--- src/shared/vtid_pkg.sv ---
// Package for the video test and identification unit: indexed register map,
// field positions, reset values and the signature polynomial.
// Assumes the indexed 8-bit host port of the palette device supplies index and data.
package vtid_pkg;

  // ----------------------------------------------------------------------
  // Register indices
  // ----------------------------------------------------------------------
  localparam logic [7:0] IDX_SILICON_REVISION  = 8'h01;
  localparam logic [7:0] IDX_SENSE_STATUS      = 8'h3A;
  localparam logic [7:0] IDX_SIG_REMAINDER_LO  = 8'h3C;
  localparam logic [7:0] IDX_SIG_REMAINDER_HI  = 8'h3D;
  localparam logic [7:0] IDX_SIG_LINE_SELECT   = 8'h3E;
  localparam logic [7:0] IDX_DEVICE_IDENTITY   = 8'h3F;

  // ----------------------------------------------------------------------
  // Fields and values
  // ----------------------------------------------------------------------
  localparam int         SENSE_DISABLE_BIT     = 7;
  localparam int         SENSE_RED_BIT         = 2;
  localparam int         SENSE_GREEN_BIT       = 1;
  localparam int         SENSE_BLUE_BIT        = 0;
  localparam logic [4:0] SIG_LINE_MAX          = 5'h17;
  localparam int         SIG_LINES             = 24;
  localparam logic [4:0] SIG_LINE_RESET        = 5'h00;
  localparam logic [15:0] SIG_POLY             = 16'h1021;
  localparam logic [15:0] SIG_SEED             = 16'h0000;
  localparam logic [7:0] DEVICE_CODE_DEFAULT   = 8'h5A; // Arbitrary value.
  localparam logic [7:0] REVISION_DEFAULT      = 8'h10; // Arbitrary value.

  // Host register access carried as one bundle.
  typedef struct packed
  {
    logic       wr;
    logic       rd;
    logic [7:0] index;
    logic [7:0] wdata;
  } vtid_host_req_t;

  // Video timing inputs sampled on the dot clock.
  typedef struct packed
  {
    logic system_blank_in;
    logic legacy_port_blank_in;
    logic hsync_n;
  } vtid_video_t;

endpackage

--- src/vtid_unit.sv ---
// Test and identification logic: line signature, sense comparators, ID and revision.
// Assumes all inputs are synchronous to the dot clock and blank is active low.
`timescale 1ns/1ns
module vtid_unit
#(
  parameter logic [7:0] DEVICE_CODE = vtid_pkg::DEVICE_CODE_DEFAULT, // Arbitrary value.
  parameter logic [7:0] REVISION    = vtid_pkg::REVISION_DEFAULT     // Arbitrary value.
)
(
  input  wire logic                     clk,
  input  wire logic                     srst,
  input  wire vtid_pkg::vtid_host_req_t host_req,
  output logic [7:0]                    host_rdata,
  input  wire vtid_pkg::vtid_video_t    video,
  input  wire logic                     blank_source_select,
  input  wire logic [23:0]              dac_data,
  input  wire logic                     red_current_out,
  input  wire logic                     green_current_out,
  input  wire logic                     blue_current_out,
  output logic                          sense_n,
  output logic                          frame_valid
);

  // ----------------------------------------------------------------------
  // State
  // ----------------------------------------------------------------------
  typedef enum logic [2:0]
  {
    VTID_WAIT  = 3'b001,   // Retrace handled; hsync ignored until active area.
    VTID_ACCUM = 3'b010,   // Accumulating a frame.
    VTID_ONE   = 3'b100    // Blank seen, one hsync counted.
  } vtid_state_t;

  vtid_state_t state, next_state;
  logic        seen_frame, next_seen_frame;
  logic [15:0] crc, next_crc;
  logic [15:0] remainder, next_remainder;
  logic        hs_d, blank_d;
  logic [4:0]  line_sel, next_line_sel;
  logic        compare_disable, next_compare_disable;
  logic [2:0]  sense_bits, next_sense_bits;
  logic        next_sense_n;
  logic        next_frame_valid;
  logic [7:0]  next_rdata;

  logic blank_n;
  logic hs_fall;
  logic blank_fall;
  logic in_bit;

  // Blank chosen by the source select, then its falling edge.
  assign blank_n    = blank_source_select ? video.legacy_port_blank_in
                                          : video.system_blank_in;
  assign blank_fall = blank_d & ~blank_n;
  // Hsync counted on its leading (falling) edge since it is active low.
  assign hs_fall    = hs_d & ~video.hsync_n;
  assign in_bit     = dac_data[line_sel];

  // ----------------------------------------------------------------------
  // Signature engine
  // ----------------------------------------------------------------------
  // Two hsync edges inside one blanking period mark vertical retrace;
  // horizontal blanking only ever holds one, so it cannot trigger an update.
  always_comb
  begin
    next_state      = state;
    next_crc        = crc;
    next_remainder  = remainder;
    next_seen_frame = seen_frame;
    if (blank_n)
    begin
      // Active area: serial shift with the fixed polynomial.
      next_crc = {crc[14:0], 1'b0} ^ ((crc[15] ^ in_bit) ? vtid_pkg::SIG_POLY : 16'h0000);
      if (state == VTID_ONE || state == VTID_WAIT)
        next_state = VTID_ACCUM;
    end
    else if (hs_fall)
    begin
      unique case (state)
        // Later hsyncs of a long vertical blank must not retrigger an update.
        VTID_WAIT:
          next_state = VTID_WAIT;
        VTID_ACCUM:
          next_state = VTID_ONE;
        VTID_ONE:
        begin
          // Second hsync within blank: vertical retrace.
          if (seen_frame)
          begin
            next_remainder = crc;
          end
          next_seen_frame = 1'b1;
          next_crc        = vtid_pkg::SIG_SEED;
          next_state      = VTID_WAIT;
        end
      endcase
    end
  end

  // Frame valid rises only after a full retrace-to-retrace frame.
  assign next_frame_valid = frame_valid | (state == VTID_ONE && !blank_n && hs_fall && seen_frame);

  always_ff @(posedge clk)
  begin
    if (srst)
    begin
      state       <= VTID_WAIT;
      crc         <= vtid_pkg::SIG_SEED;
      remainder   <= vtid_pkg::SIG_SEED;
      seen_frame  <= 1'b0;
      frame_valid <= 1'b0;
      hs_d        <= 1'b1;
      blank_d     <= 1'b1;
    end
    else
    begin
      state       <= next_state;
      crc         <= next_crc;
      remainder   <= next_remainder;
      seen_frame  <= next_seen_frame;
      frame_valid <= next_frame_valid;
      hs_d        <= video.hsync_n;
      blank_d     <= blank_n;
    end
  end

  // ----------------------------------------------------------------------
  // Sense comparators
  // ----------------------------------------------------------------------
  // Results captured only at the blank falling edge so DAC levels are settled.
  always_comb
  begin
    next_sense_bits = sense_bits;
    next_sense_n    = sense_n;
    if (blank_fall && !compare_disable)
    begin
      next_sense_bits = {red_current_out, green_current_out, blue_current_out};
      next_sense_n    = ~(red_current_out | green_current_out | blue_current_out);
    end
  end

  always_ff @(posedge clk)
  begin
    if (srst)
    begin
      sense_bits <= 3'h0;
      sense_n    <= 1'b1;
    end
    else
    begin
      sense_bits <= next_sense_bits;
      sense_n    <= next_sense_n;
    end
  end

  // ----------------------------------------------------------------------
  // Host registers
  // ----------------------------------------------------------------------
  // Out-of-range line selects are ignored so the mux never leaves 0..23.
  always_comb
  begin
    next_line_sel        = line_sel;
    next_compare_disable = compare_disable;
    if (host_req.wr)
    begin
      if (host_req.index == vtid_pkg::IDX_SIG_LINE_SELECT &&
          host_req.wdata[4:0] <= vtid_pkg::SIG_LINE_MAX && host_req.wdata[7:5] == 3'h0)
        next_line_sel = host_req.wdata[4:0];
      if (host_req.index == vtid_pkg::IDX_SENSE_STATUS)
        next_compare_disable = host_req.wdata[vtid_pkg::SENSE_DISABLE_BIT];
    end
  end

  // Read data registered on the read strobe; unmapped indices read zero.
  always_comb
  begin
    next_rdata = host_rdata;
    if (host_req.rd)
    begin
      unique case (host_req.index)
        vtid_pkg::IDX_SILICON_REVISION: next_rdata = REVISION;
        vtid_pkg::IDX_SENSE_STATUS:     next_rdata = {compare_disable, 4'h0, sense_bits};
        vtid_pkg::IDX_SIG_REMAINDER_LO: next_rdata = remainder[7:0];
        vtid_pkg::IDX_SIG_REMAINDER_HI: next_rdata = remainder[15:8];
        vtid_pkg::IDX_SIG_LINE_SELECT:  next_rdata = {3'h0, line_sel};
        vtid_pkg::IDX_DEVICE_IDENTITY:  next_rdata = DEVICE_CODE;
        default:                        next_rdata = 8'h00;
      endcase
    end
  end

  always_ff @(posedge clk)
  begin
    if (srst)
    begin
      line_sel        <= vtid_pkg::SIG_LINE_RESET;
      compare_disable <= 1'b0;
      host_rdata      <= 8'h00;
    end
    else
    begin
      line_sel        <= next_line_sel;
      compare_disable <= next_compare_disable;
      host_rdata      <= next_rdata;
    end
  end

endmodule

--- config.mk ---
export PLATFORM = sky130hd
export DESIGN_NAME = vtid_unit
export DESIGN_NICKNAME = d
export VERILOG_FILES = /design/src/shared/vtid_pkg.sv /design/src/vtid_unit.sv
export SDC_FILE = /design/constraint.sdc
export NUM_CORES = 1
export LEC_CHECK = 0
export ABC_AREA = 1
export BUFFER_PORTS_ARGS = -buffer_cell sky130_fd_sc_hd__buf_4
export CORE_MARGIN = 2
export CORE_UTILIZATION = 35
export DETAILED_ROUTE_END_ITERATION = 12
export GPL_TIMING_DRIVEN = 0
export PLACE_DENSITY = 0.69
export SKIP_CTS_REPAIR_TIMING = 1
export SLEW_MARGIN = 20
export SYNTH_ARGS = -nofsm -noshare
export SYNTH_HDL_FRONTEND = slang
export SYNTH_SLANG_ARGS = --single-unit
--- constraint.sdc ---
create_clock -name clk -period 1.3 [get_ports clk]
set_clock_uncertainty 0.05 [all_clocks]
set_input_delay 0.195 -clock clk [delete_from_list [all_inputs] [get_ports clk]]
set_output_delay 0.195 -clock clk [all_outputs]
set_load 0.02 [all_outputs]
Word-level counts from Yosys, hierarchy flattened
Index checks and enable logic that the tools add are counted.
- bits in registers: 57
- bits of input ports: 51
- output and inout bits: 10
- reductions and logical operators: 19
- eq/ne operators: 10
- bitwise gates (word level): 10
- muxes and demuxes: 12
- magnitude comparators: 2
- operators with widths (cell ; number):
    16-bit 2-to-1 mux ; 3
    8-bit case mux with 6 select lines ; 1
    8-bit by 6-bit == test with 1-bit output, second input constant ; 5
    16-bit by 13-bit bitwise XOR with 16-bit output ; 1
    13-bit 2-to-1 mux ; 1
    3-bit 2-to-1 mux ; 3
    8-bit by 1-bit == test with 1-bit output, second input constant ; 1
    2-bit AND reduction ; 4
    1-bit logical AND ; 6
    5-bit by 6-bit < comparator with 1-bit output, second input constant ; 1
    3-bit case mux with 2 select lines ; 1
    1-bit binary-select mux with 5-bit select ; 1
    5-bit less-or-equal comparator, second input constant ; 1
    4-bit AND reduction ; 1
    2-bit nonzero test ; 2
    3-bit by 1-bit == test with 1-bit output, second input constant ; 1
    3-bit by 2-bit == test with 1-bit output, second input constant ; 1
    3-bit == test, second input constant ; 1
    3-bit logical NOT ; 1
    1-bit NOT ; 3
    1-bit OR ; 3
    3-bit AND reduction ; 1
    1-bit AND ; 2
    1-bit logical NOT ; 2
    5 further kinds ; 6

Longest topological paths before layout
Gate-level depths: netlist of run 1.
- depth after elaboration: 6
- mapped depth: 13
- gate-level depth less buffers: 13

Least setup slack after synthesis of run 1
OpenSTA, ideal clock, no wires.
- path kind: reg2reg
- from: register line_sel[0]
- to: register crc[5]
- path slack: -0.106 ns
- stages on the path, launching flop included: 13
- library setup time: 0.131 ns
- buffers on the path: 1
- required time: 1.119 ns
- arrival time: 1.226 ns
- cells stage by stage: dfxtp_1 -> inv_2 -> buf_6 -> nand2_1 -> nand3_1 -> nand3_1 -> nand3_1 -> nand2_1 -> nand2_2 -> nand3_1 -> nand3_1 -> nand3_1 -> a21oi_2
- word-level cells in the longest chain between the ends: 6
- RTL lines (what ; RTL line ; text):
    start: declaration ; vtid_unit.sv:39 ; logic [4:0] line_sel, next_line_sel;
    start signal: assignment ; vtid_unit.sv:196 ; line_sel <= vtid_pkg::SIG_LINE_RESET;
    start signal: assignment ; vtid_unit.sv:202 ; line_sel <= next_line_sel;
    1-bit binary-select mux with 5-bit select ; vtid_unit.sv:57 ; assign in_bit = dac_data[line_sel];
    1-bit 2-to-1 mux (not written as such) ; vtid_unit.sv:57 ;
    1-bit bitwise XOR ; vtid_unit.sv:73 ; next_crc = {crc[14:0], 1'b0} ^ ((crc[15] ^ in_bit) ? vtid_pkg::SIG_POLY : 16'h0000);
    13-bit 2-to-1 mux ; vtid_unit.sv:73 ;
    16-bit by 13-bit bitwise XOR with 16-bit output ; vtid_unit.sv:73 ;
    16-bit 2-to-1 mux ; vtid_unit.sv:70 ; if (blank_n)
    end signal: assignment ; vtid_unit.sv:108 ; crc <= vtid_pkg::SIG_SEED;
    end signal: assignment ; vtid_unit.sv:118 ; crc <= next_crc;
    end: declaration ; vtid_unit.sv:36 ; logic [15:0] crc, next_crc;
Every way passes these cells. The select of a mux whose other input is x is not followed.
A chain may end at the register's enable or synchronous reset.

Worst setup path in the final report of run 1
- from: register line_sel[0]
- to: register crc[12]
Same word-level chain as after synthesis.

==> qor.txt, run 1 <==
Status = finished, violations left
Failing checks = setup timing
Htree depth = 3
Die area = 8400 um^2
Clock power frac = 38.1%
Yosys reg bits = 57
RR Startpoint = line_sel[0]$_SDFFE_PP0P_
Min Tclk post-route = 1600 ps
Share of cells above drive strength 1 = 35.5%
Synthesized cell area = 2690 um^2
Reg-to-reg endpoint = crc[12]$_SDFFE_PP0P_
Vias in the first global route = 2511
CP required = 1450 ps
Inst Count DP = 540
Crit start category = flop
First-pass GRT wire length = 11.2 mm
Simple-gate share of the synthesized area = 31.1%
Sequential element share of the synthesized area = 42.4%
Max-Cap Viols = 0
Comb power frac = 11.8%
Critical Path Fanout Max = 6
Final hold vios = 0
Fin area = 3860 um^2
Area Overhead vs Synth = 43.4%
Pint = 2700 uW
Initial Utilization = 36.7%
DR vias = 2781
Layout Utilization = 52.6%
Top FF cell, synth = dfxtp_1
PwrDens = 942 nW/um^2
Initial DRC Count = 177
Mux contribution to synthesized area = 0%
Clock buffer depth = 2
List of most frequent post-synthesis cells = nand2_1, dfxtp_1, nor2_1
Die Ht = 91.7 um
Cell row count = 31
WHS = 9.35 ps
DR WL/cell = 13.1 um
Worst-skew pair later-pin latency = 340 ps
Count of final max-slew check failures = 0
Hold Crit Start = video[0]
Root buf cell = clkbuf_8
Sw Pwr = 929 uW
Number of synthesized flops with an enable pin = 0
CP arrival = 1750 ps
Area after DPL = 3290 um^2
Hold Path End = hs_d$_SDFF_PP1_
Max_slew headroom = 64.2%
Most instantiated library cell after synthesis = nand2_1
Tot GR Track Use = 16.6%
Hold Crit Depth = 3
Reg power frac = 50.1%
Synth warn = 0
CTS tree = done
Worst Reg-to-Reg Cells = 11
Filler cells = 687
Critical Path End Type = flop
Buffers on Ports = 59
Total CTS buffers = 9
RePlAce Congestion = 0.864
HPWL Detailed = 5.09 mm
Final worst-path cycle share = 123%
Async S/R FF share, synth = 0%
Top cells by area, synth = dfxtp_1, nand2_1, a21oi_1, nor2_1, inv_1
Largest family of logic cells by synthesized area = simple AND/OR/NAND/NOR gates
Die width = 91.7 um
Reg clk slew, reported paths = 60 ps
Netlist cell types = 34
Clock sinks = 57
DRC = 0
R2R Setup Slk = -300 ps
HP Class = input pin to flop
Slew @ Worst Pin = 537 ps
Initial antenna violation count = 0
I/O Pins = 61
Largest net degree at the start of global routing = 11
RSZ-0062 raised after global routing = true
FMAX = 0.624 GHz
Leakage = 0.00166 uW
DRT Pass-1 Iters = 4
Area leader, netlist = dfxtp_1
Overflow after GRT = 0
Synth Area in Adders = 0%
Ant diodes = 0
# setup viols final = 28
Fin nets = 515
Core footprint = 7330 um^2
Non-filler cells, final = 567
Drt total wl = 7.42 mm
Synth Area in Compound Gates = 18.0%
Worst VDD drop = 470 uV
Crit path kind = flop to flop
Final WS setup = -302 ps
Post-synth net total = 433
Setup_tns = -2390 ps
Xor/xnor share of the synthesized area = 0%
Final ANT Viol Nets = 0
Area share of the largest cell type after synthesis = 42.4%
Sw Ratio = 25.6%
Via density = 4.90
Syn Inst Count = 382
Synthesized area per cell = 7.04 um^2
-- per-layer routing --
| layer | track usage (%) | vias up | routed length (um) |
|---|---|---|---|
| met5 | 0 | - | 0 |
| li1 | - | 1409 | - |
| met2 | 28.2 | 83 | 3740 |
| met3 | 4.85 | 19 | 485 |
| met1 | 19.5 | 1270 | 3020 |
| met4 | 6.82 | 0 | 174 |
-- worst max-delay path by stage --
stage	end	cells after the start	slack, ps	start
5_1_grt	crc[12]$_SDFFE_PP0P_	13	-400	line_sel[0]$_SDFFE_PP0P_
2_1_floorplan	crc[12]$_SDFFE_PP0P_	12	-60	line_sel[0]$_SDFFE_PP0P_
6_report	crc[12]$_SDFFE_PP0P_	11	-300	line_sel[0]$_SDFFE_PP0P_
3_3_place_gp	host_rdata[1]$_SDFFE_PP0P_	9	-340	host_req[9]
3_5_place_dp	host_rdata[0]$_SDFFE_PP0P_	9	-350	host_req[9]
4_1_cts	crc[12]$_SDFFE_PP0P_	11	-290	line_sel[1]$_SDFFE_PP0P_
-- area by class of cell --
class / instances / area [um^2] / share of cell area, %
Buffer: 13 / 95.1 / 2.47
Clock buffer: 11 / 141 / 3.67
Clock inverter: 4 / 20.0 / 0.519
Inverter: 43 / 171 / 4.45
Multi-Input combinational cell: 269 / 1580 / 40.9
Sequential cell: 57 / 1150 / 29.9
Tap cell: 99 / 124 / 3.21
Timing Repair Buffer: 71 / 576 / 14.9
-- flip-flops by register name (all words and copies together) (netlist names) --
name / flops
blank_d: 1
compare_disable: 1
crc: 16
frame_valid: 1
host_rdata: 8
hs_d: 1
line_sel: 5
remainder: 16
seen_frame: 1
sense_bits: 3
sense_n: 1
state: 3
-- kinds of logic after synthesis --
group / after synthesis
compound gates: 80
buf+inv: 56
flops: 57
simple gates: 189
-- worst max-delay path, stage by stage (launching register included) --
cell and delay (ps):
dfxtp_4 370, inv_6 80, buf_8 120, nor2_4 30, nor2_2 80, o21ai_2 60, nand3_2 80, nand4_1 200
nand3_2 150, nand3_2 100, nand3_2 90, a21oi_2 50
-- cell usage in the layout, fill, tap and decap left out, types with 5 or more instances in the layout --
| master | n |
|---|---|
| buf_4 | 67 |
| clkbuf_8 | 10 |
| clkbuf_1 | 8 |
| a21oi_1 | 32 |
| nand2_2 | 8 |
| o21ai_1 | 5 |
| o21ai_2 | 6 |
| inv_1 | 34 |
| inv_2 | 6 |
| nand3_1 | 13 |
| o21ai_0 | 19 |
| nand3_2 | 16 |
| nor2_4 | 16 |
| dfxtp_1 | 53 |
| buf_6 | 5 |
| nor2_1 | 30 |
| nand2_1 | 92 |
-- power groups by stage --
| stage | clock, uW | combinational, uW | sequential [uW] |
|---|---|---|---|
| floorplan | 0 | 205 | 1850 |
| global placement | 0 | 379 | 1850 |
| detailed placement | 0 | 387 | 1850 |
| CTS | 1410 | 390 | 1810 |
| global route | 1480 | 475 | 1820 |
| finish | 1380 | 429 | 1820 |
-- per-stage QoR --
stage          power [uW]  worst slack, ps
6_report             3630             -302
5_1_grt              3780             -401
4_1_cts              3610             -289
3_5_place_dp         2240             -347
3_3_place_gp         2230             -337
2_1_floorplan        2050            -60.1
Power figures use the tool's default switching activity.
==> run 2: changes to the inputs <==
--- a/config.mk
+++ b/config.mk
@@ -5,13 +5,13 @@
 export SDC_FILE = /design/constraint.sdc
 export NUM_CORES = 1
 export LEC_CHECK = 0
-export ABC_AREA = 1
+export ABC_AREA = 0
 export BUFFER_PORTS_ARGS = -buffer_cell sky130_fd_sc_hd__buf_4
 export CORE_MARGIN = 2
-export CORE_UTILIZATION = 35
+export CORE_UTILIZATION = 48
 export DETAILED_ROUTE_END_ITERATION = 12
 export GPL_TIMING_DRIVEN = 0
-export PLACE_DENSITY = 0.69
+export PLACE_DENSITY = 0.86
 export SKIP_CTS_REPAIR_TIMING = 1
 export SLEW_MARGIN = 20
 export SYNTH_ARGS = -nofsm -noshare
==> qor.txt, run 2 <==
Tot GR Track Use = 23.0% (+6.4 points)
Max_slew headroom = 49.4% (-15 points)
Sequential element share of the synthesized area = 44.3% (+1.8 points)
Netlist cell types = 39 (+15%)
FMAX = 0.466 GHz (-25%)
# setup viols final = 39 (+39%)
Number of synthesized flops with an enable pin = 0 (unchanged)
Inst Count DP = 427 (-21%)
Worst-path cell chain = mux4_2, mux2_4, nor3b_1, or4_1, a32oi_1, nor2_1
Root buf cell = clkbuf_8
DRT Pass-1 Iters = 5 (+1)
Most instantiated library cell after synthesis = dfxtp_1
Commonest non-fill, non-tap cell in the layout = buf_4
CP max-delay cell = mux4_2
Final WS setup = -847 ps (-545 ps)
List of most frequent post-synthesis cells = dfxtp_1, nor2_1, nand2_1
Clock buffer depth = 2 (unchanged)
Final worst-path cycle share = 165% (+42 points)
Failing checks = setup timing
Worst VDD drop = 751 uV (+60%)
Status = finished, violations left
CTS tree = done
Most frequent cells in the layout = buf_4, dfxtp_1, nor2_1
Crit start category = flop
Area leader, netlist = dfxtp_1
Yosys reg bits = 57 (unchanged)
Synthesized cell area = 2580 um^2 (-4.1%)
Min Tclk post-route = 2150 ps (+545 ps)
Cell row count = 26 (-16%)
Ant diodes = 0 (unchanged)
Via density = 5.91 (+20%)
Vias in the first global route = 2428 (-3.3%)
Max-Cap Viols = 0 (unchanged)
Drt total wl = 8.55 mm (+15%)
Synth Area in Adders = 0% (unchanged)
Clock sinks = 57 (unchanged)
Slew @ Worst Pin = 759 ps (+222 ps)
RePlAce Congestion = 0.846 (-2.0%)
DR vias = 2700 (-2.9%)
Layout Utilization = 75.4% (+23 points)
Crit path max-delay family = multiplexers
CP required = 1470 ps (+20 ps)
Post-synth net total = 350 (-19%)
Core footprint = 5140 um^2 (-30%)
Filler cells = 330 (-52%)
Initial DRC Count = 239 (+35%)
Dpl ws = -953 ps (-606 ps)
Critical Path Fanout Max = 3 (-3)
Largest net degree at the start of global routing = 11 (unchanged)
Final ANT Viol Nets = 0 (unchanged)
M3 GR Usage = 8.82% (+4.0 points)
Xor/xnor share of the synthesized area = 0.680% (+0.68 points)
RSZ-0062 raised after global routing = true
HP Class = input pin to flop
Htree depth = 3 (unchanged)
Largest family of logic cells by synthesized area = simple AND/OR/NAND/NOR gates
Mux contribution to synthesized area = 13.2% (+13 points)
CP arrival = 2320 ps (+570 ps)
First-pass GRT wire length = 10.8 mm (-3.3%)
I/O Pins = 61 (unchanged)
Initial antenna violation count = 0 (unchanged)
Overflow after GRT = 0 (unchanged)
Initial Utilization = 50.1% (+13 points)
Fin nets = 435 (-16%)
Non-filler cells, final = 457 (-19%)
CP peak stage delay = 500 ps (+130 ps)
Met1 Use GR = 25.9% (+6.4 points)
Top cells by area, synth = dfxtp_1, mux2i_1, nor2_1, a22oi_1, nand2_1
Async S/R FF share, synth = 0% (unchanged)
Met2 usage = 39.1% (+11 points)
Synthesized area per cell = 8.62 um^2 (+22%)
Die Ht = 77.3 um (-16%)
Top FF cell, synth = dfxtp_1
Busiest grt layer = met2
CP bufs+invs = 0 (-2)
Die area = 5970 um^2 (-29%)
Reg clk slew, reported paths = 60 ps (about the same)
Biggest regs = crc (16), remainder (16), host_rdata (8)
Leakage = 0.00164 uW (-1.6%)
Simple-gate share of the synthesized area = 22.0% (-9.1 points)
Worst-skew pair later-pin latency = 350 ps (about the same)
Area share of the largest cell type after synthesis = 44.3% (+1.8 points)
Share of cells above drive strength 1 = 43.9% (+8.5 points)
Die width = 77.3 um (-16%)
HPWL Detailed = 4.85 mm (-4.6%)
DR WL/cell = 18.7 um (+43%)
Area Overhead vs Synth = 50.3%
Critical Path End Type = flop
Count of final max-slew check failures = 0 (unchanged)
Synth Area in Compound Gates = 16.6% (-1.5 points)
PwrDens = 935 nW/um^2 (-0.75%)
Total CTS buffers = 9 (unchanged)
Final hold vios = 0 (unchanged)
Buffers on Ports = 58 (-1.7%)
Crit path kind = flop to flop
Syn Inst Count = 299 (-22%)
DRC = 0 (unchanged)
Synth warn = 0 (unchanged)
run 2: changes by cell type after synthesis, moves of 6 or more:
| cell | change |
|---|---|
| inv_2 | -6 |
| a22oi_1 | +19 |
| clkbuf_1 | +8 |
| nor2b_1 | +6 |
| o21ai_0 | -23 |
| a21oi_1 | -7 |
| mux2i_1 | +23 |
| o22ai_1 | +6 |
| nand2_1 | -62 |
| inv_1 | -35 |
| nand3_1 | -21 |
run 2: final timing paths:
check,slack [ps],start,cells past startpoint,endpoint
min reg2reg,410,remainder[4]$_SDFFE_PP0P_,2,remainder[4]$_SDFFE_PP0P_
max reg2reg,-850,line_sel[0]$_SDFFE_PP0P_,6,crc[0]$_SDFFE_PP0P_
max,-850,line_sel[0]$_SDFFE_PP0P_,6,crc[0]$_SDFFE_PP0P_
min,40,host_req[1],3,line_sel[1]$_SDFFE_PP0P_
run 2: tightest hold or removal path: stages:
cell and delay, ps:
buf_4 80, mux2i_1 60, nor2_1 70
run 2: cell families (layout without fill, tap and decap cells):
family,after synthesis,in the layout
AND/OR/NAND/NOR,122,122
AO/OA/AOI/OAI,68,68
flip-flops,57,57
multiplexers,30,30
buffers and inverters,20,108
XOR/XNOR,2,2
run 2: report_power, final:
part | switching [uW] | leakage, uW | internal (uW) | total, uW
Clock | 675 | 0.0000733 | 669 | 1340
Sequential | 40.6 | 0.000463 | 1780 | 1820
Combinational | 224 | 0.00110 | 230 | 453
Total | 940 | 0.00164 | 2680 | 3620
run 2: layout make-up:
cell class | count | area [um^2] | share of cell area [%]
Buffer | 18 | 133 | 3.42
Clock buffer | 13 | 139 | 3.59
Clock inverter | 1 | 5.00 | 0.129
Inverter | 2 | 7.51 | 0.194
Multi-Input combinational cell | 222 | 1700 | 43.8
Sequential cell | 57 | 1150 | 29.6
Tap cell | 70 | 87.6 | 2.26
Timing Repair Buffer | 74 | 658 | 17.0
run 2: stage by stage:
step           power (uW)  area, um^2  hold WS [ps]  setup TNS [ps]
2_1_floorplan        2060        2710           252           -4900
3_3_place_gp         2220        3230           339          -13150
3_5_place_dp         2230        3230           342          -15160
4_1_cts              3510        3380         -12.6           -9870
5_1_grt              3730        3870          41.5          -12800
6_report             3620        3870          40.5           -9990
run 2: routing by layer:
metal,vias to the layer above,wire (um)
li1,1236,-
met1,1304,3190
met2,130,4530
met3,30,589
met4,0,247
met5,-,0
